**src/rtl/fieldbus_monitor_regs.svh**
```systemverilog
// Register offsets, reset values, status codes and timing counts of the
// fieldbus node status monitor.
// Assumes a 20 MHz processing clock and a byte-addressed plain register port.
`ifndef FIELDBUS_MONITOR_REGS_SVH
`define FIELDBUS_MONITOR_REGS_SVH

////////////////////////////////////////////////////////////////////////////
// Register byte offsets
`define OFS_PANEL_ALIAS   8'h00
`define OFS_NODE_ID       8'h04
`define OFS_VEL_FACTOR    8'h08
`define OFS_COMM_TIMEOUT  8'h0C
`define OFS_OPER_MODE     8'h10
`define OFS_DESC_MODE     8'h14
`define OFS_CONTROL       8'h18
`define OFS_STATUS        8'h20
`define OFS_COMM_STATUS   8'h24
`define OFS_WDOG_TIME     8'h28
`define OFS_AL_STATUS     8'h2C
`define OFS_ACTIVE_ALIAS  8'h30
`define OFS_PRODUCT       8'h34
`define OFS_REVISION      8'h38
`define OFS_IP_ADDR       8'h3C
`define OFS_SUBNET        8'h40
`define OFS_GATEWAY       8'h44

////////////////////////////////////////////////////////////////////////////
// Reset values and field positions
`define RST_NODE_ID       16'h0001
`define RST_VEL_FACTOR    7'h01
`define RST_OPER_MODE     2'h2
`define RST_DESC_MODE     2'h1
`define FACTOR_10         7'h0A
`define FACTOR_100        7'h64
`define CTRL_FAULT_CLR    0
`define STAT_FAULT_BIT    8
`define STAT_TUNNEL_BIT   9

////////////////////////////////////////////////////////////////////////////
// Generic link status codes
`define GEN_INITIALIZING  3'h1
`define GEN_STOPPED       3'h2
`define GEN_OPERATIONAL   3'h3
`define GEN_FAULTED       3'h4
`define GEN_FAILING       3'h5
`define GEN_PREOP         3'h6

// Run state codes, also used as request codes
`define RUN_CODE_INIT     3'h1
`define RUN_CODE_PREOP    3'h3
`define RUN_CODE_SAFEOP   3'h4
`define RUN_CODE_OP       3'h5
`define REQ_BOOTSTRAP     3'h6

////////////////////////////////////////////////////////////////////////////
// Timing
`define CLK_PERIOD_NS     50
`define MS_TIME_NS        1000000
`define MS_CYCLES   ((`MS_TIME_NS + `CLK_PERIOD_NS - 1) / `CLK_PERIOD_NS)
`define SEC_MS            10'd999
`define GOOD_MAX          16'd6553
`define ERR_MAX           4'h9

`endif

```
**src/rtl/fieldbus_monitor_pkg.sv**
```systemverilog
// Types shared by the fieldbus node status monitor files.
// Assumes nothing beyond a SystemVerilog compiler.
package fieldbus_monitor_pkg;

	// Link run state machine
	typedef enum logic [1:0]
	{
		RUN_INIT,
		RUN_PREOP,
		RUN_SAFEOP,
		RUN_OP
	} run_state_e;

endpackage

```
**src/rtl/frame_rate_counter.sv**
```systemverilog
// Per-second good and error frame counter feeding the communication status.
// Assumes a one-cycle millisecond tick and one-cycle frame pulses.
`include "fieldbus_monitor_regs.svh"

module frame_rate_counter
	import fieldbus_monitor_pkg::*;
(
	input  wire logic        clock_in,
	input  wire logic        rst_b_in,
	input  wire logic        ms_tick_in,
	input  wire logic        frame_ok_in,
	input  wire logic        frame_err_in,
	output logic      [15:0] comm_status_out
);

	logic [9:0]  ms_cnt_q;
	logic [15:0] good_q;
	logic [3:0]  err_q;
	logic        sec_end;

	assign sec_end = ms_tick_in && (ms_cnt_q == `SEC_MS);

	////////////////////////////////////////////////////////////////////////
	// Millisecond count within the current second
	always_ff @(posedge clock_in or negedge rst_b_in)
	begin
		if (!rst_b_in)
			ms_cnt_q <= 10'h000;
		else if (sec_end)
			ms_cnt_q <= 10'h000;
		else if (ms_tick_in)
			ms_cnt_q <= ms_cnt_q + 10'h001;
	end

	// Saturating counters; a frame on the boundary opens the next second
	always_ff @(posedge clock_in or negedge rst_b_in)
	begin
		if (!rst_b_in)
		begin
			good_q <= 16'h0000;
			err_q  <= 4'h0;
		end
		else if (sec_end)
		begin
			good_q <= {15'h0000, frame_ok_in};
			err_q  <= {3'h0, frame_err_in};
		end
		else
		begin
			if (frame_ok_in && good_q != `GOOD_MAX)
				good_q <= good_q + 16'h0001;
			if (frame_err_in && err_q != `ERR_MAX)
				err_q <= err_q + 4'h1;
		end
	end

	// Packed as good * 10 + errors, one fractional digit
	always_ff @(posedge clock_in or negedge rst_b_in)
	begin
		if (!rst_b_in)
			comm_status_out <= 16'h0000;
		else if (sec_end)
			comm_status_out <= 16'(good_q * 16'd10) + {12'h000, err_q};
	end

endmodule

```
**src/rtl/fieldbus_node_status_monitor.sv**
```systemverilog
// Status and parameter logic of the fieldbus slave: alias selection,
// velocity scaling, link state tracking, timeout fault and diagnostics.
// Assumes master-side events come from frame logic on the same clock as
// one-cycle pulses, and a power-on reset marks each power cycle.
`include "fieldbus_monitor_regs.svh"

module fieldbus_node_status_monitor
	import fieldbus_monitor_pkg::*;
#(
	parameter int unsigned MS_CYCLES = `MS_CYCLES
)
(
	input  wire logic        clock_in,
	input  wire logic        rst_b_in,
	// Register port
	input  wire logic [7:0]  reg_addr_in,
	input  wire logic [31:0] reg_wdata_in,
	input  wire logic        reg_wr_in,
	input  wire logic        reg_rd_in,
	output logic      [31:0] reg_rdata_out,
	// Master-side events and values
	input  wire logic        conn_open_in,
	input  wire logic        conn_lost_in,
	input  wire logic        state_req_in,
	input  wire logic [2:0]  state_req_code_in,
	input  wire logic        frame_ok_in,
	input  wire logic        frame_err_in,
	input  wire logic [15:0] stored_alias_in,
	input  wire logic [15:0] sync_manager_watchdog_time_in,
	input  wire logic [15:0] application_layer_status_in,
	input  wire logic [31:0] product_code_in,
	input  wire logic [15:0] revision_in,
	input  wire logic        ethernet_tunnelling_in,
	input  wire logic [31:0] ip_addr_in,
	input  wire logic [31:0] subnet_in,
	input  wire logic [31:0] gateway_in,
	// Velocity path
	input  wire logic [15:0] rx_target_velocity_in,
	input  wire logic [31:0] drive_actual_velocity_in,
	output logic      [31:0] target_velocity_out,
	output logic      [15:0] actual_velocity_out,
	// Status
	output logic      [15:0] node_alias_out,
	output logic      [15:0] node_identification_value_out,
	output logic      [2:0]  generic_link_status_out,
	output logic      [2:0]  link_run_state_out,
	output logic      [1:0]  operate_mode_out,
	output logic             fieldbus_timeout_fault_out
);

	localparam logic [15:0] MS_LAST = 16'(MS_CYCLES - 1);

	logic [15:0] ms_cnt_q;
	logic        ms_tick;
	logic [15:0] panel_alias_q;
	logic [15:0] node_id_q;
	logic [6:0]  velocity_scale_factor_q;
	logic [15:0] comm_timeout_q;
	logic [1:0]  oper_mode_q;
	logic [1:0]  description_file_select_mode_q;
	logic [15:0] stored_alias_q;
	logic        alias_taken_q;
	logic        connected_q;
	logic        ever_open_q;
	logic        failing_q;
	run_state_e  run_q;
	logic [2:0]  link_status_q;
	logic        fault_q;
	logic [15:0] wd_ms_q;
	logic [9:0]  tout_ms_q;
	logic [15:0] tout_s_q;
	logic [15:0] comm_status;
	logic [31:0] read_mux;
	logic        fault_clr;
	logic        req_ok;
	logic        wd_expire;
	logic        loss;
	logic        tout_done;
	logic signed [31:0] target_d;
	logic signed [31:0] actual_div;

	////////////////////////////////////////////////////////////////////////
	// Millisecond timebase shared by watchdog, timeout and rate counter
	always_ff @(posedge clock_in or negedge rst_b_in)
	begin
		if (!rst_b_in)
			ms_cnt_q <= 16'h0000;
		else if (ms_tick)
			ms_cnt_q <= 16'h0000;
		else
			ms_cnt_q <= ms_cnt_q + 16'h0001;
	end

	assign ms_tick = (ms_cnt_q == MS_LAST);

	////////////////////////////////////////////////////////////////////////
	// Panel parameter writes; out-of-range values are dropped, not clipped
	always_ff @(posedge clock_in or negedge rst_b_in)
	begin
		if (!rst_b_in)
		begin
			panel_alias_q                  <= 16'h0000;
			node_id_q                      <= `RST_NODE_ID;
			velocity_scale_factor_q        <= `RST_VEL_FACTOR;
			comm_timeout_q                 <= 16'h0000;
			oper_mode_q                    <= `RST_OPER_MODE;
			description_file_select_mode_q <= `RST_DESC_MODE;
		end
		else if (reg_wr_in)
		begin
			if (reg_addr_in == `OFS_PANEL_ALIAS)
				panel_alias_q <= reg_wdata_in[15:0];
			else if (reg_addr_in == `OFS_NODE_ID)
			begin
				if (reg_wdata_in[15:0] != 16'h0000)
					node_id_q <= reg_wdata_in[15:0];
			end
			else if (reg_addr_in == `OFS_VEL_FACTOR)
			begin
				if (reg_wdata_in[31:0] == 32'h0000_0001 ||
				    reg_wdata_in[31:0] == 32'h0000_000A ||
				    reg_wdata_in[31:0] == 32'h0000_0064)
					velocity_scale_factor_q <= reg_wdata_in[6:0];
			end
			else if (reg_addr_in == `OFS_COMM_TIMEOUT)
				comm_timeout_q <= reg_wdata_in[15:0];
			else if (reg_addr_in == `OFS_OPER_MODE)
			begin
				if (reg_wdata_in[31:2] == 30'h0 && reg_wdata_in[1:0] != 2'h0)
					oper_mode_q <= reg_wdata_in[1:0];
			end
			else if (reg_addr_in == `OFS_DESC_MODE)
			begin
				if (reg_wdata_in[31:2] == 30'h0 && reg_wdata_in[1:0] != 2'h0)
					description_file_select_mode_q <= reg_wdata_in[1:0];
			end
		end
	end

	assign fault_clr = reg_wr_in && (reg_addr_in == `OFS_CONTROL) &&
	                   reg_wdata_in[`CTRL_FAULT_CLR];

	////////////////////////////////////////////////////////////////////////
	// Stored alias is caught once after reset release, so an update by the
	// master only shows after the next power cycle
	always_ff @(posedge clock_in or negedge rst_b_in)
	begin
		if (!rst_b_in)
		begin
			stored_alias_q <= 16'h0000;
			alias_taken_q  <= 1'b0;
		end
		else if (!alias_taken_q)
		begin
			stored_alias_q <= stored_alias_in;
			alias_taken_q  <= 1'b1;
		end
	end

	// Panel alias wins whenever nonzero and follows its changes one clock later
	always_ff @(posedge clock_in or negedge rst_b_in)
	begin
		if (!rst_b_in)
			node_alias_out <= 16'h0000;
		else if (panel_alias_q != 16'h0000)
			node_alias_out <= panel_alias_q;
		else if (alias_taken_q)
			node_alias_out <= stored_alias_q;
	end

	// Identification value goes out for the master only
	always_ff @(posedge clock_in or negedge rst_b_in)
	begin
		if (!rst_b_in)
			node_identification_value_out <= `RST_NODE_ID;
		else
			node_identification_value_out <= node_id_q;
	end

	////////////////////////////////////////////////////////////////////////
	// Velocity scaling; the actual value saturates rather than wrapping
	assign target_d   = 32'(signed'(rx_target_velocity_in)) *
	                    32'(signed'({9'h000, velocity_scale_factor_q}));
	assign actual_div = signed'(drive_actual_velocity_in) /
	                    32'(signed'({9'h000, velocity_scale_factor_q}));

	always_ff @(posedge clock_in or negedge rst_b_in)
	begin
		if (!rst_b_in)
		begin
			target_velocity_out <= 32'h0000_0000;
			actual_velocity_out <= 16'h0000;
		end
		else
		begin
			target_velocity_out <= target_d;
			if (actual_div > 32'sd32767)
				actual_velocity_out <= 16'h7FFF;
			else if (actual_div < -32'sd32768)
				actual_velocity_out <= 16'h8000;
			else
				actual_velocity_out <= actual_div[15:0];
		end
	end

	////////////////////////////////////////////////////////////////////////
	// Link events
	assign req_ok = state_req_in && connected_q &&
	                (state_req_code_in == `RUN_CODE_INIT ||
	                 state_req_code_in == `RUN_CODE_PREOP ||
	                 state_req_code_in == `RUN_CODE_SAFEOP ||
	                 state_req_code_in == `RUN_CODE_OP);
	assign wd_expire = (run_q == RUN_OP) &&
	                   (sync_manager_watchdog_time_in != 16'h0000) &&
	                   (wd_ms_q >= sync_manager_watchdog_time_in);
	assign loss      = (connected_q && conn_lost_in) || wd_expire;
	assign tout_done = failing_q && (comm_timeout_q == 16'h0000 ||
	                   tout_s_q >= comm_timeout_q);

	// Watchdog restarts on every good process data frame
	always_ff @(posedge clock_in or negedge rst_b_in)
	begin
		if (!rst_b_in)
			wd_ms_q <= 16'h0000;
		else if (run_q != RUN_OP || frame_ok_in)
			wd_ms_q <= 16'h0000;
		else if (ms_tick && wd_ms_q != 16'hFFFF)
			wd_ms_q <= wd_ms_q + 16'h0001;
	end

	// Connection tracking
	always_ff @(posedge clock_in or negedge rst_b_in)
	begin
		if (!rst_b_in)
		begin
			connected_q <= 1'b0;
			ever_open_q <= 1'b0;
		end
		else if (conn_open_in)
		begin
			connected_q <= 1'b1;
			ever_open_q <= 1'b1;
		end
		else if (conn_lost_in)
			connected_q <= 1'b0;
	end

	// Run state machine; watchdog expiry outranks a command in the same cycle
	always_ff @(posedge clock_in or negedge rst_b_in)
	begin
		if (!rst_b_in)
			run_q <= RUN_INIT;
		else if (conn_lost_in)
			run_q <= RUN_INIT;
		else if (wd_expire)
			run_q <= RUN_SAFEOP;
		else if (req_ok)
		begin
			case (state_req_code_in)
				`RUN_CODE_PREOP:  run_q <= RUN_PREOP;
				`RUN_CODE_SAFEOP: run_q <= RUN_SAFEOP;
				`RUN_CODE_OP:     run_q <= RUN_OP;
				default:          run_q <= RUN_INIT;
			endcase
		end
	end

	always_comb
	begin
		case (run_q)
			RUN_PREOP:  link_run_state_out = `RUN_CODE_PREOP;
			RUN_SAFEOP: link_run_state_out = `RUN_CODE_SAFEOP;
			RUN_OP:     link_run_state_out = `RUN_CODE_OP;
			default:    link_run_state_out = `RUN_CODE_INIT;
		endcase
	end

	// Timeout runs in whole seconds of the millisecond timebase
	always_ff @(posedge clock_in or negedge rst_b_in)
	begin
		if (!rst_b_in)
		begin
			failing_q <= 1'b0;
			tout_ms_q <= 10'h000;
			tout_s_q  <= 16'h0000;
		end
		else if (loss)
		begin
			failing_q <= 1'b1;
			tout_ms_q <= 10'h000;
			tout_s_q  <= 16'h0000;
		end
		else if (tout_done || conn_open_in || req_ok)
			failing_q <= 1'b0;
		else if (failing_q && ms_tick)
		begin
			if (tout_ms_q == `SEC_MS)
			begin
				tout_ms_q <= 10'h000;
				tout_s_q  <= tout_s_q + 16'h0001;
			end
			else
				tout_ms_q <= tout_ms_q + 10'h001;
		end
	end

	// Generic status: timeout over loss over command over open
	always_ff @(posedge clock_in or negedge rst_b_in)
	begin
		if (!rst_b_in)
			link_status_q <= `GEN_INITIALIZING;
		else if (tout_done)
			link_status_q <= `GEN_FAULTED;
		else if (loss)
			link_status_q <= `GEN_FAILING;
		else if (req_ok && state_req_code_in == `RUN_CODE_OP)
			link_status_q <= `GEN_OPERATIONAL;
		else if (req_ok && (state_req_code_in == `RUN_CODE_PREOP ||
		                    state_req_code_in == `RUN_CODE_SAFEOP))
			link_status_q <= `GEN_PREOP;
		else if (conn_open_in)
			link_status_q <= `GEN_STOPPED;
	end

	// Fault is sticky; a raise in the clearing cycle survives the clear
	always_ff @(posedge clock_in or negedge rst_b_in)
	begin
		if (!rst_b_in)
			fault_q <= 1'b0;
		else if (tout_done)
			fault_q <= 1'b1;
		else if (fault_clr)
			fault_q <= 1'b0;
	end

	assign generic_link_status_out    = link_status_q;
	assign fieldbus_timeout_fault_out = fault_q;
	assign operate_mode_out           = oper_mode_q;

	////////////////////////////////////////////////////////////////////////
	// Frame rate diagnostics
	frame_rate_counter u_rate
	(
		.clock_in        (clock_in),
		.rst_b_in        (rst_b_in),
		.ms_tick_in      (ms_tick),
		.frame_ok_in     (frame_ok_in),
		.frame_err_in    (frame_err_in),
		.comm_status_out (comm_status)
	);

	////////////////////////////////////////////////////////////////////////
	// Read path; data stand only in the cycle after the strobe
	always_comb
	begin
		read_mux = 32'h0000_0000;
		if (reg_addr_in == `OFS_PANEL_ALIAS)
			read_mux = {16'h0000, panel_alias_q};
		else if (reg_addr_in == `OFS_NODE_ID)
			read_mux = {16'h0000, node_id_q};
		else if (reg_addr_in == `OFS_VEL_FACTOR)
			read_mux = {25'h0000000, velocity_scale_factor_q};
		else if (reg_addr_in == `OFS_COMM_TIMEOUT)
			read_mux = {16'h0000, comm_timeout_q};
		else if (reg_addr_in == `OFS_OPER_MODE)
			read_mux = {30'h00000000, oper_mode_q};
		else if (reg_addr_in == `OFS_DESC_MODE)
			read_mux = {30'h00000000, description_file_select_mode_q};
		else if (reg_addr_in == `OFS_STATUS)
			read_mux = {22'h000000, ethernet_tunnelling_in, fault_q, 1'b0,
			            link_run_state_out, 1'b0, link_status_q};
		else if (reg_addr_in == `OFS_COMM_STATUS)
			read_mux = {16'h0000, comm_status};
		else if (reg_addr_in == `OFS_WDOG_TIME)
			read_mux = {16'h0000, sync_manager_watchdog_time_in};
		else if (reg_addr_in == `OFS_AL_STATUS)
			read_mux = {16'h0000, application_layer_status_in};
		else if (reg_addr_in == `OFS_ACTIVE_ALIAS)
			read_mux = {16'h0000, node_alias_out};
		else if (reg_addr_in == `OFS_PRODUCT)
			read_mux = product_code_in;
		else if (reg_addr_in == `OFS_REVISION)
			read_mux = {16'h0000, revision_in};
		else if (reg_addr_in == `OFS_IP_ADDR)
			read_mux = ip_addr_in;
		else if (reg_addr_in == `OFS_SUBNET)
			read_mux = subnet_in;
		else if (reg_addr_in == `OFS_GATEWAY)
			read_mux = gateway_in;
	end

	always_ff @(posedge clock_in or negedge rst_b_in)
	begin
		if (!rst_b_in)
			reg_rdata_out <= 32'h0000_0000;
		else if (reg_rd_in)
			reg_rdata_out <= read_mux;
		else
			reg_rdata_out <= 32'h0000_0000;
	end
endmodule

```
**config.mk**
```make
export PLATFORM = sky130hd
export DESIGN_NAME = fieldbus_node_status_monitor
export DESIGN_NICKNAME = d
export VERILOG_FILES = /design/src/rtl/fieldbus_monitor_pkg.sv /design/src/rtl/frame_rate_counter.sv /design/src/rtl/fieldbus_node_status_monitor.sv
export VERILOG_INCLUDE_DIRS = /design/src /design/src/rtl
export SDC_FILE = /design/constraint.sdc
export NUM_CORES = 2
export LEC_CHECK = 0
export ABC_AREA = 1
export BUFFER_PORTS_ARGS = -buffer_cell sky130_fd_sc_hd__buf_2
export CORE_ASPECT_RATIO = 0.8
export CORE_MARGIN = 1.5
export CORE_UTILIZATION = 30
export CTS_BUF_LIST = sky130_fd_sc_hd__clkbuf_2 sky130_fd_sc_hd__clkbuf_4 sky130_fd_sc_hd__clkbuf_8
export CTS_CLUSTER_DIAMETER = 80
export DETAILED_ROUTE_END_ITERATION = 6
export GPL_ROUTABILITY_DRIVEN = 0
export PLACE_DENSITY = 0.47
export SLEW_MARGIN = 40
export SYNTH_ARGS = -nofsm -noshare
export SYNTH_HDL_FRONTEND = slang
export SYNTH_SLANG_ARGS = --single-unit
```
**constraint.sdc**
```tcl
create_clock -name clock_in -period 74.1 [get_ports clock_in]
set_input_delay 7.41 -clock clock_in [delete_from_list [all_inputs] [get_ports clock_in]]
set_output_delay 7.41 -clock clock_in [all_outputs]
set_load 0.02 [all_outputs]
```
==> impl_results.md <==
- Status: complete, no violations
- Library cells used by synthesis: 93
- Max-slew headroom: between 30% and 40%
- Max-slew violations: 0
- Crit path kind: in2reg
- CP peak stage delay: ~0.5 ns
- TritonCTS buffer count: 53
- Endpoints failing hold: 0
- Final setup violation count: 0
- Final net count: between 8k and 9k
- Layout fillers: approximately 17k
- Row count: between 100 and 150
- Final core utilization: between 30 and 40%
- Arr. time, crit path: 68.61 ns
- Area grow syn2layout: 13.4%
- Worst path most repeated cell: nand2_1
- CTS tree: done
- Die H: approximately 360 microns
- Fin crit share: approximately nine tenths
- Crit end category: flop
- Worst Reg-to-Reg Cells: roughly 430
- Max Cap Viol: 0
- Number of global-route vias before repair: about 45k
- Via-to-Cell Ratio: 4.90
- Minimum clock period: between 60 and 70 ns
- Post-route ant nets: 0
- Fin area: ~55000 sq um
- FF+latch area: between 7000 and 8000 sq um
- GRT Overall Usage: about a fifth
- Initial antenna violation count: 11
- Core box area: approximately 160000 sq um
- Yosys warnings: 0
- IO Count: between 400 and 500
- Skew-Pair Late Insertion Delay: roughly 0.71 ns
- Slowest CP cell: a21oi_1
- Commonest non-fill, non-tap cell in the layout: nand2_1
- HP Start: node_id_q[0]
- FF-to-FF End: actual_velocity_out[14]
- Routed wire length per instance: between 15 and 20 microns
- Startpoint types: primary input
- Post-synth EDFFs: 0
- Slew of the pin with the lowest slew margin: roughly 0.94 ns
- Clock transition at path regs: approximately 0.070 ns
- Largest net degree at the start of global routing: 93
- Worst-path fanout max: 20
- Clock tree buffer depth: 3
- Die width: between 400 and 500 microns
- Starting Density: a little under a third
- Syn avg cell area: between 6 and 7 sq um
- Residual DRC count: 0
- CTS sink count: between 200 and 300
- Most frequent cells in the layout: nand2_1, inv_1, nor2_1
- Hold EP: node_identification_value_out[0]
- Cells after DPL: 9665
- GRT overflow: 0
- CP Data Required Time: 74.69 ns
- Synth Flop Type: dfrtp_1
- Final Non-Filler Cells: roughly 9.9k
- Initial DRT Pass Iterations: 6
- First-pass GRT wire length: between 200000 and 300000 microns
- Share of layout cells above drive strength 1: 23.0%
- Ys async rst share: 100%
- Initial drt markers: 3992
- Placed inst area: around 52000 sq um
- Root buffer cell: clkbuf_8
- #FFs+latches synth: about 300
- Fmax achieved: between 10 and 15 MHz
- Port buffer count: around 410
- Die ar.: between 150000 and 200000 sq um
- R2r setup slk: 12.61 ns
- Drt total wl: around 170000 microns
- Register area share after synthesis: 15.2%
- # H-tree levels: 2
- Area occupied by multi-input gates: about 35000 sq um
- Setup Skew: between 0.05 and 0.06 ns
- Sum Neg Setup Slack: 0 ns
- Mapped Nets: between 7k and 8k
- Instance count of the mapped netlist: 7174
- Worst min-delay path class: reg2reg
- Hpwl dp: 142000 microns
- Post-Syn Area: approximately 48000 sq um
- Hold depth: 0
- RR Startpoint: velocity_scale_factor_q[6]
- Via count: around 48k
==> synthesized netlist by cell type, types with 88 or more instances <==
cell type / number / area share, %
nand3_1: 435 / 4.5
xor2_1: 189 / 3.4
nor3_1: 91 / 0.95
a21oi_1: 277 / 2.9
nand2_1: 1640 / 13
nor2_2: 113 / 1.5
nand2_2: 234 / 3.0
fa_1: 88 / 3.7
o21ai_0: 366 / 3.8
nand2_4: 99 / 2.3
nand4_1: 191 / 2.5
dfrtp_1: 286 / 15
nand3_2: 156 / 3.2
ha_1: 322 / 8.4
inv_1: 1085 / 8.5
nor2_1: 564 / 4.4
==> flip-flops by register name, summed over array words and instances, names as in the netlist, 16 cells and up <==
name,cells
tout_s_q,16
node_id_q,16
node_alias_out,16
actual_velocity_out,16
comm_timeout_q,16
reg_rdata_out,32
u_rate.good_q,16
ms_cnt_q,16
stored_alias_q,16
u_rate.comm_status_out,16
wd_ms_q,16
panel_alias_q,16
node_identification_value_out,16
target_velocity_out,24
==> logic make-up after synthesis <==
kind of cell,count (synthesis),synth area share (%)
compound gates,954,11.8
xor+xnor,270,4.93
fa+ha+maj,410,12.0
buf+inv,1399,13.1
flops,292,15.2
mux,4,0.0936
other cells,1,0.00779
simple gates,3844,42.8
==> worst max-delay path: cells and delay by family <==
kind | cells | cell delay, ns
AO/OA/AOI/OAI | 114 | 18.69
adder cells (fa/ha/maj) | 33 | 10.29
AND/OR/NAND/NOR | 225 | 25.00
XOR/XNOR | 1 | 0.12
buffers and inverters | 66 | 6.89
==> stage by stage <==
step | setup slack [ns] | hold WS, ns
CTS | 0.0857 | 0.381
global placement | 0.126 | 0.371
detailed placement | -1.82 | 0.374
floorplan | 3.72 | 0.361
global route | -0.183 | 0.387
finish | 6.08 | 0.381
==> final cells by class <==
class                   count  share of cell area (%)
well taps                2128                    4.88
repair buffers            589                    6.37
clock inverters            16                   0.488
diodes                      3                  0.0138
multi-input cells        5489                    63.9
inverters                1250                    9.09
flip-flops and latches    292                    13.4
clock buffers              82                    1.85
repair inverters            2                  0.0183
==> per-layer routing <==
| layer | vias to the layer above | wire, microns | global-route usage [%] |
|---|---|---|---|
| met5 | - | 71 | 0 |
| met4 | 12 | 2610 | 3.14 |
| met3 | 165 | 10600 | 2.89 |
| met2 | 1305 | 70900 | 29.6 |
| met1 | 22600 | 87800 | 31.5 |
| li1 | 24200 | - | - |
==> what timing repair did <==
action,in CTS,in global routing
pin swaps,1,32
gates cloned,1,7
gates resized for setup,7,86
hold buffers,0,0
buffers inserted,0,76
setup endpoints to repair,15,16
==> how the worst max path moves through the flow <==
stage,startpoint,end,depth (start not counted)
after floorplan,drive_actual_velocity_in[3],actual_velocity_out[14],479
after global placement,drive_actual_velocity_in[3],actual_velocity_out[2],442
after detailed placement,drive_actual_velocity_in[3],actual_velocity_out[4],437
after CTS,drive_actual_velocity_in[3],actual_velocity_out[0],436
after global routing,drive_actual_velocity_in[2],actual_velocity_out[0],457
final,drive_actual_velocity_in[2],actual_velocity_out[14],439
Power is left out: the tool's default activity adds up to more than one toggle a clock period on the data nets, which glitch-free logic cannot reach.
